===== config.mk =====
export PLATFORM = sky130hd
export DESIGN_NAME = nfcs_top
export DESIGN_NICKNAME = d
export VERILOG_FILES = /design/src/rtl/nfcs_pkg.sv /design/src/rtl/nfcs_axil.sv /design/src/rtl/nfcs_top.sv
export VERILOG_INCLUDE_DIRS = /design/src /design/src/rtl
export SDC_FILE = /design/constraint.sdc
export NUM_CORES = 1
export LEC_CHECK = 0
export CAP_MARGIN = 5
export CORE_MARGIN = 3
export CORE_UTILIZATION = 60
export DETAILED_ROUTE_END_ITERATION = 6
export DONT_BUFFER_PORTS = 1
export GPL_TIMING_DRIVEN = 0
export PLACE_DENSITY_LB_ADDON = 0.2
export SYNTH_ARGS = -nofsm -noshare
export SYNTH_HDL_FRONTEND = slang
export SYNTH_SLANG_ARGS = --single-unit
export TNS_END_PERCENT = 1

===== constraint.sdc =====
create_clock -name clk_in -period 4.3 [get_ports clk_in]
set_input_delay 0.215 -clock clk_in [delete_from_list [all_inputs] [get_ports clk_in]]
set_output_delay 0.215 -clock clk_in [all_outputs]
set_load 0.005 [all_outputs]

===== src/rtl/nfcs_map.svh =====
`ifndef NFCS_MAP_SVH
`define NFCS_MAP_SVH

// ----------------------------------------------------------------------
// Register indices and byte addresses
// ----------------------------------------------------------------------
`define NFCS_ADDR_W        12
`define NFCS_NUM_REGS      4
`define NFCS_IDX_A_HIGH    8'h1b
`define NFCS_IDX_A_LOW     8'h1c
`define NFCS_IDX_B_HIGH    8'h1d
`define NFCS_IDX_B_LOW     8'h1e
`define NFCS_IDX_STATUS    8'h40
`define NFCS_BYTE_ADDR(i)  ({2'h0, (i), 2'b00})

// ----------------------------------------------------------------------
// Field layout and reset values
// ----------------------------------------------------------------------
`define NFCS_REG_W         9
`define NFCS_COMMIT_BIT    8
`define NFCS_ENABLE_BIT    7
`define NFCS_HALF_MSB      6
`define NFCS_COEF_W        14
`define NFCS_MASK_FIRST    8'hff
`define NFCS_MASK_OTHER    8'h7f
`define NFCS_RESET_VAL     8'h00

// ----------------------------------------------------------------------
// Bus answers
// ----------------------------------------------------------------------
`define NFCS_RESP_OKAY     2'b00
`define NFCS_RESP_SLVERR   2'b10

`endif


===== src/rtl/nfcs_pkg.sv =====
`default_nettype none
`include "nfcs_map.svh"

package nfcs_pkg;

    // Write request handed from the bus slave to the bank
    typedef struct packed {
        logic                    en;
        logic [`NFCS_ADDR_W-1:0] addr;
        logic [`NFCS_REG_W-1:0]  data;
        logic [1:0]              strb;
    } nfcs_wreq_t;

    // Bus slave state
    typedef struct packed {
        logic                    awready;
        logic                    wready;
        logic                    arready;
        logic                    aw_full;
        logic [`NFCS_ADDR_W-1:0] awaddr;
        logic                    w_full;
        logic [`NFCS_REG_W-1:0]  wdata;
        logic [1:0]              wstrb;
        logic                    bvalid;
        logic [1:0]              bresp;
        logic                    rvalid;
        logic [`NFCS_REG_W-1:0]  rdata;
        logic [1:0]              rresp;
    } nfcs_axil_st_t;

    // Register bank state
    typedef struct packed {
        logic [`NFCS_NUM_REGS-1:0][7:0] stg;
        logic [`NFCS_NUM_REGS-1:0]      pend;
        logic                           en;
        logic [`NFCS_COEF_W-1:0]        coef_a;
        logic [`NFCS_COEF_W-1:0]        coef_b;
        logic                           commit;
    } nfcs_bank_st_t;

endpackage

`default_nettype wire


===== src/rtl/nfcs_axil.sv =====
`timescale 1ns/1ps
`default_nettype none
`include "nfcs_map.svh"

module nfcs_axil
    import nfcs_pkg::*;
(
    input  wire logic                    clk_in,
    input  wire logic                    rst_in,
    input  wire logic [`NFCS_ADDR_W-1:0] awaddr_in,
    input  wire logic                    awvalid_in,
    output logic                         awready_out,
    input  wire logic [31:0]             wdata_in,
    input  wire logic [3:0]              wstrb_in,
    input  wire logic                    wvalid_in,
    output logic                         wready_out,
    output logic [1:0]                   bresp_out,
    output logic                         bvalid_out,
    input  wire logic                    bready_in,
    input  wire logic [`NFCS_ADDR_W-1:0] araddr_in,
    input  wire logic                    arvalid_in,
    output logic                         arready_out,
    output logic [31:0]                  rdata_out,
    output logic [1:0]                   rresp_out,
    output logic                         rvalid_out,
    input  wire logic                    rready_in,
    output nfcs_wreq_t                   wreq_out,
    input  wire logic                    wr_hit_in,
    output logic [`NFCS_ADDR_W-1:0]      rd_addr_out,
    input  wire logic [`NFCS_REG_W-1:0]  rd_data_in,
    input  wire logic                    rd_hit_in
);

    nfcs_axil_st_t st_r;
    nfcs_axil_st_t st_nxt;
    logic          aw_take;
    logic          w_take;
    logic          fire;

    // ------------------------------------------------------------------
    // Handshakes
    // ------------------------------------------------------------------
    // Address and data are held apart so either may come first
    always_comb begin
        st_nxt  = st_r;
        aw_take = awvalid_in && st_r.awready;
        w_take  = wvalid_in && st_r.wready;
        fire    = (st_r.aw_full || aw_take) && (st_r.w_full || w_take);
        if (aw_take) begin
            st_nxt.aw_full = 1'b1;
            st_nxt.awaddr  = awaddr_in;
        end
        if (w_take) begin
            st_nxt.w_full = 1'b1;
            st_nxt.wdata  = wdata_in[`NFCS_REG_W-1:0];
            st_nxt.wstrb  = wstrb_in[1:0];
        end
        if (st_r.bvalid && bready_in) begin
            st_nxt.bvalid = 1'b0;
        end
        if (fire) begin
            st_nxt.aw_full = 1'b0;
            st_nxt.w_full  = 1'b0;
            st_nxt.bvalid  = 1'b1;
            st_nxt.bresp   = wr_hit_in ? `NFCS_RESP_OKAY : `NFCS_RESP_SLVERR;
        end
        // Reads answer one edge after the address is taken
        if (st_r.rvalid && rready_in) begin
            st_nxt.rvalid = 1'b0;
        end
        if (arvalid_in && st_r.arready) begin
            st_nxt.rvalid = 1'b1;
            st_nxt.rdata  = rd_data_in;
            st_nxt.rresp  = rd_hit_in ? `NFCS_RESP_OKAY : `NFCS_RESP_SLVERR;
        end
        // Readies are registered so the bus sees flop outputs only
        st_nxt.awready = !st_nxt.aw_full && !st_nxt.bvalid;
        st_nxt.wready  = !st_nxt.w_full && !st_nxt.bvalid;
        st_nxt.arready = !st_nxt.rvalid;
    end

    // ------------------------------------------------------------------
    // Request to the bank
    // ------------------------------------------------------------------
    always_comb begin
        wreq_out.en   = fire;
        wreq_out.addr = st_r.aw_full ? st_r.awaddr : awaddr_in;
        wreq_out.data = st_r.w_full ? st_r.wdata
                                    : wdata_in[`NFCS_REG_W-1:0];
        wreq_out.strb = st_r.w_full ? st_r.wstrb : wstrb_in[1:0];
    end

    // Outputs
    assign awready_out = st_r.awready;
    assign wready_out  = st_r.wready;
    assign arready_out = st_r.arready;
    assign bvalid_out  = st_r.bvalid;
    assign bresp_out   = st_r.bresp;
    assign rvalid_out  = st_r.rvalid;
    assign rresp_out   = st_r.rresp;
    assign rdata_out   = {23'h0, st_r.rdata};
    assign rd_addr_out = araddr_in;

    // State register
    always_ff @(posedge clk_in or posedge rst_in) begin
        if (rst_in) begin
            st_r <= '0;
        end else begin
            st_r <= st_nxt;
        end
    end

endmodule

`default_nettype wire


===== src/rtl/nfcs_top.sv =====
// What this block does
// - A write with commit bit clear only stages the value as pending.
// - Commit bit set with the upper byte lane strobed: apply this write and all pending values at once.
// - Commit bit is write-only; it acts as a strobe and reads back zero.
// - Notch enable bit: zero bypasses the filter and is the reset state.
// - First coefficient: bits 13..7 from register one, 6..0 from two.
// - Second coefficient: bits 13..7 from register three, 6..0 from four.
`timescale 1ns/1ps
`default_nettype none
`include "nfcs_map.svh"

module nfcs_top
    import nfcs_pkg::*;
(
    input  wire logic                    clk_in,
    input  wire logic                    rst_in,
    input  wire logic [`NFCS_ADDR_W-1:0] s_axi_awaddr_in,
    input  wire logic                    s_axi_awvalid_in,
    output logic                         s_axi_awready_out,
    input  wire logic [31:0]             s_axi_wdata_in,
    input  wire logic [3:0]              s_axi_wstrb_in,
    input  wire logic                    s_axi_wvalid_in,
    output logic                         s_axi_wready_out,
    output logic [1:0]                   s_axi_bresp_out,
    output logic                         s_axi_bvalid_out,
    input  wire logic                    s_axi_bready_in,
    input  wire logic [`NFCS_ADDR_W-1:0] s_axi_araddr_in,
    input  wire logic                    s_axi_arvalid_in,
    output logic                         s_axi_arready_out,
    output logic [31:0]                  s_axi_rdata_out,
    output logic [1:0]                   s_axi_rresp_out,
    output logic                         s_axi_rvalid_out,
    input  wire logic                    s_axi_rready_in,
    output logic                         notch_enable_out,
    output logic [`NFCS_COEF_W-1:0]      notch_coef_a_out,
    output logic [`NFCS_COEF_W-1:0]      notch_coef_b_out,
    output logic                         notch_commit_out
);

    // ------------------------------------------------------------------
    // Declarations
    // ------------------------------------------------------------------
    nfcs_bank_st_t             st_r;
    nfcs_bank_st_t             st_nxt;
    nfcs_wreq_t                wreq;
    logic [`NFCS_NUM_REGS-1:0] wsel;
    logic [`NFCS_NUM_REGS-1:0] rsel;
    logic [`NFCS_NUM_REGS-1:0] commit_vec;
    logic                      commit_strobe_first;
    logic                      commit_strobe_second;
    logic                      commit_strobe_third;
    logic                      commit_strobe_fourth;
    logic                      commit_any;
    logic                      wr_hit;
    logic                      rd_hit;
    logic                      rd_status;
    logic [`NFCS_ADDR_W-1:0]   rd_addr;
    logic [`NFCS_REG_W-1:0]    rd_data;

    // ------------------------------------------------------------------
    // Bus slave
    // ------------------------------------------------------------------
    nfcs_axil u_axil (
        .clk_in      (clk_in),
        .rst_in      (rst_in),
        .awaddr_in   (s_axi_awaddr_in),
        .awvalid_in  (s_axi_awvalid_in),
        .awready_out (s_axi_awready_out),
        .wdata_in    (s_axi_wdata_in),
        .wstrb_in    (s_axi_wstrb_in),
        .wvalid_in   (s_axi_wvalid_in),
        .wready_out  (s_axi_wready_out),
        .bresp_out   (s_axi_bresp_out),
        .bvalid_out  (s_axi_bvalid_out),
        .bready_in   (s_axi_bready_in),
        .araddr_in   (s_axi_araddr_in),
        .arvalid_in  (s_axi_arvalid_in),
        .arready_out (s_axi_arready_out),
        .rdata_out   (s_axi_rdata_out),
        .rresp_out   (s_axi_rresp_out),
        .rvalid_out  (s_axi_rvalid_out),
        .rready_in   (s_axi_rready_in),
        .wreq_out    (wreq),
        .wr_hit_in   (wr_hit),
        .rd_addr_out (rd_addr),
        .rd_data_in  (rd_data),
        .rd_hit_in   (rd_hit)
    );

    // ------------------------------------------------------------------
    // Address decode
    // ------------------------------------------------------------------
    // The four registers sit on consecutive indices, word per index
    always_comb begin
        for (int i = 0; i < `NFCS_NUM_REGS; i++) begin
            wsel[i] = (wreq.addr ==
                       `NFCS_BYTE_ADDR(8'(`NFCS_IDX_A_HIGH + i)));
            rsel[i] = (rd_addr ==
                       `NFCS_BYTE_ADDR(8'(`NFCS_IDX_A_HIGH + i)));
        end
    end

    // Status word is read-only, so a write there is refused
    assign wr_hit    = |wsel;
    assign rd_status = (rd_addr == `NFCS_BYTE_ADDR(`NFCS_IDX_STATUS));
    assign rd_hit    = (|rsel) || rd_status;

    // ------------------------------------------------------------------
    // Commit strobes
    // ------------------------------------------------------------------
    // Strobe needs the upper byte lane, where the commit bit lives
    always_comb begin
        for (int i = 0; i < `NFCS_NUM_REGS; i++) begin
            commit_vec[i] = wsel[i] && wreq.en && wreq.strb[1]
                            && wreq.data[`NFCS_COMMIT_BIT];
        end
    end

    assign commit_strobe_first  = commit_vec[0];
    assign commit_strobe_second = commit_vec[1];
    assign commit_strobe_third  = commit_vec[2];
    assign commit_strobe_fourth = commit_vec[3];
    assign commit_any = commit_strobe_first | commit_strobe_second
                      | commit_strobe_third | commit_strobe_fourth;

    // ------------------------------------------------------------------
    // Staging and apply
    // ------------------------------------------------------------------
    // Applied values come from the next staging image, so the value of
    // the committing write itself joins the others in the same edge
    always_comb begin
        st_nxt        = st_r;
        st_nxt.commit = 1'b0;
        for (int i = 0; i < `NFCS_NUM_REGS; i++) begin
            if (wsel[i] && wreq.en && wreq.strb[0]) begin
                // Commit bit is never stored; bit 7 only where it exists
                st_nxt.stg[i] = wreq.data[7:0] & ((i == 0)
                                ? `NFCS_MASK_FIRST
                                : `NFCS_MASK_OTHER);
                st_nxt.pend[i] = 1'b1;
            end
        end
        if (commit_any) begin
            st_nxt.en     = st_nxt.stg[0][`NFCS_ENABLE_BIT];
            st_nxt.coef_a = {st_nxt.stg[0][`NFCS_HALF_MSB:0],
                             st_nxt.stg[1][`NFCS_HALF_MSB:0]};
            st_nxt.coef_b = {st_nxt.stg[2][`NFCS_HALF_MSB:0],
                             st_nxt.stg[3][`NFCS_HALF_MSB:0]};
            st_nxt.pend   = '0;
            st_nxt.commit = 1'b1;
        end
    end

    // ------------------------------------------------------------------
    // Read mux
    // ------------------------------------------------------------------
    // Reads return the last written value, commit bit always zero
    always_comb begin
        rd_data = '0;
        for (int i = 0; i < `NFCS_NUM_REGS; i++) begin
            if (rsel[i]) begin
                rd_data = {1'b0, st_r.stg[i]};
            end
        end
        if (rd_status) begin
            rd_data = {4'h0, st_r.en, st_r.pend};
        end
    end

    // Outputs straight from the bank flops
    assign notch_enable_out = st_r.en;
    assign notch_coef_a_out = st_r.coef_a;
    assign notch_coef_b_out = st_r.coef_b;
    assign notch_commit_out = st_r.commit;

    // Bank state; reset leaves the filter bypassed
    always_ff @(posedge clk_in or posedge rst_in) begin
        if (rst_in) begin
            st_r <= '0;
        end else begin
            st_r <= st_nxt;
        end
    end
endmodule

`default_nettype wire


==> run metrics <==
outcome finished, final reports clean; ys flop type dfrtp_1; Die Width 97.2 um; critical path class reg2reg; Post-Syn Area 4990 um2; leakage 2.80 nW; post-synthesis async set-or-reset flop share 100%; VDD IR-drop max 0.261 mV; routed vias/inst 5.46; Max Cap Viol 0; clock skew 0.00814 ns; via count 3097; initial antenna violation count 0; CP required 4.55 ns; row count 32; post_cts resized 0; Max stage delay cell, worst path nor4_4; WL/cell 18.2 um; RSZ-0062 raised after global routing no; Syn Area/Cell 12.5 um2; CP Max Fanout 10; Initial Utilization 63.2%; critical path cell sequence buf_6, mux2i_1, inv_1, nor4_4, mux2_2, mux2_1; Worst setup SP type flop; clock slew at reported path FFs 0.10 ns; HP Start s_axi_bready_in; routability cong. 0.870; Internal 1.65 mW; Syn. warnings 0; Reg power frac 52.3%; Area Overhead vs Synth 14.0%; CP Capture Type flop; vias in the first global route 3289; final clock period utilization by the worst path 63.4%; endpoints failing setup 0; Switch Pwr 0.687 mW; top cell family by delay on the critical path multiplexers; # diodes 0; Post-synth EDFFs 0; top post-synthesis cells by area dfrtp_1 52%, mux2_2 18%, buf_4 9.6%; Power Dens Cells 411 nW/um2; layout cells sized above 1 37.0%; hold path cells 2; dpl hpwl 7.41 mm; post-synth cell types 50; Clk pwr share 25.7%; Total GRT Usage 22.4%; CTS tree built; reg2reg end notch_coef_a_out[4]$_DFFE_PP0P_; grt ovf 0; top cell type's share of synthesized area 51.7%; HP Class in2reg; CORE AREA 7890 um2; cells on worst reg2reg path 6; Max Freq 0.367 GHz; setup_tns 0 ns; Worst R2R Setup Slack 1.57 ns; most common cell after layout, fill and taps aside dfrtp_1; 1st-iter DRT viols 125; clock root buffer clkbuf_8; WP buf/inv 2; Fillers 528; Final Hold Fails 0; Max clock buf depth 2; global-route wire length before repair 16.7 mm; nets@finish 527; CP peak stage delay 0.62 ns; Port-buffer cells 0; Die Ht 97.2 um; worst hold endpoint u_axil.awready_out$_DFF_PP0_; # H-tree levels 3; r2r startpoint u_axil.st_r[39]$_DFF_PP0_; clk_lat worst skew 0.36 ns; DRC 0; sequential fraction of the synthesis area 51.7%; switching part of the total 29.4%; antenna violation net count after detailed routing 0; total die area 9440 um2; fin worst setup slack 1.57 ns; Final min period 2.73 ns; most frequent cells in the layout 103 x dfrtp_1, 79 x mux2_2, 64 x buf_4, 26 x conb_1, 25 x dlygate4sd3_1; final wirelength 10.3 mm; IO Pins 138; combinational share of power 22.0%; Worst-Margin Slew 0.736 ns; CTS Sinks 103; critical path arrival 2.97 ns; area leader, netlist dfrtp_1; drt first pass iters 4; Yosys reg bits 103; gate count of the mapped netlist 398; Num CTS Buffers 9; Rel. slew slack 50.9%; Setup WS pre-CTS 1.58 ns; largest net degree at the start of global routing 65; Slew Viols, Final 0
flip-flops by register name, summed over array words and instances (netlist names), 8 cells and up:
name,count
st_r,33
notch_coef_a_out,14
notch_coef_b_out,14
u_axil.st_r,25
u_axil.rdata_out,8
repair_timing:
item	CTS	global route
endpoints found under the hold margin	63	0
hold buffers	25	0
setup buffers	0	0
worst max-delay path by stage:
stage	startpoint	endpoint	slack (ns)	cells past startpoint
after floorplan	rst_in	notch_coef_a_out[0]$_DFFE_PP0P_	1.38	1
final	u_axil.st_r[39]$_DFF_PP0_	notch_coef_a_out[4]$_DFFE_PP0P_	1.57	6
after global routing	u_axil.st_r[39]$_DFF_PP0_	notch_coef_a_out[4]$_DFFE_PP0P_	1.45	6
after detailed placement	u_axil.st_r[39]$_DFF_PP0_	notch_coef_a_out[4]$_DFFE_PP0P_	1.58	6
after global placement	rst_in	notch_commit_out$_DFF_PP0_	0.37	1
after CTS	u_axil.st_r[39]$_DFF_PP0_	notch_coef_a_out[4]$_DFFE_PP0P_	1.59	6
synth_stat cells, drive strengths merged, types with 2 or more instances:
cell type / count
clkbuf: 7
dfrtp: 103
nor4: 5
a22oi: 7
o22a: 3
a32o: 2
mux2: 93
a21oi: 5
nor3: 4
and3b: 3
and2: 2
nor4b: 3
nor2b: 9
a222oi: 2
a22o: 3
buf: 69
nor2: 18
inv: 5
a211oi: 2
o22ai: 2
mux2i: 2
o2111ai: 2
nand2: 14
o21ai: 12
worst register-to-register path, stage by stage (launching register included):
cell and delay [ns]:
dfrtp_1 0.51, buf_6 0.19, mux2i_1 0.42, inv_1 0.14, nor4_4 0.62, mux2_2 0.43
mux2_1 0.30
stage by stage:
stage                     cell area (um2)  total power, mW  utilization [%]  instances  hold slack [ns]
after floorplan                      5080             1.60                -        423            0.341
after global routing                 5690             2.45             72.1        567           0.0589
final                                5690             2.34             72.1        567           0.0574
after global placement               5210             1.69             66.0        525            0.352
after CTS                            5690             2.35             72.1        567           0.0566
after detailed placement             5240             1.73             66.4        526            0.162
logic make-up (layout without fill, tap and decap cells):
group                  Yosys count  in the layout  share of synthesized area [%]
flip-flops                     103            103                           51.7
AND/OR/NAND/NOR                 70             70                           8.86
AO/OA/AOI/OAI                   47             47                           6.75
buffers and inverters           82            124                           11.2
multiplexers                    95             95                           21.4
other                            1             26                         0.0752
routing by layer:
metal | global-route usage (%) | part of all wire, % | up-vias
met4 | 6.16 | 1.7 | 0
li1 | - | - | 1463
met3 | 6.82 | 5.8 | 17
met1 | 28.4 | 43 | 1521
met2 | 37.3 | 49 | 96
met5 | 0 | 0 | -
cell type report:
| cell class | count | area, um2 | share of cell area [%] |
|---|---|---|---|
| Sequential cell | 103 | 2580 | 45.3 |
| Multi-Input combinational cell | 238 | 1940 | 34.2 |
| Buffer | 76 | 538 | 9.46 |
| Timing Repair Buffer | 26 | 278 | 4.89 |
| Clock buffer | 10 | 128 | 2.24 |
| Tap cell | 102 | 128 | 2.24 |
| Clock inverter | 6 | 68.8 | 1.21 |
| Inverter | 6 | 25.0 | 0.440 |
power by group through the flow:
stage | Combinational, mW | Sequential (mW) | Clock (mW)
5_1_grt | 0.561 | 1.24 | 0.651
2_1_floorplan | 0.404 | 1.20 | 0
3_3_place_gp | 0.471 | 1.22 | 0
3_5_place_dp | 0.495 | 1.24 | 0
4_1_cts | 0.515 | 1.21 | 0.619
6_report | 0.516 | 1.22 | 0.601
No activity file was read; power rests on OpenSTA's default activity.
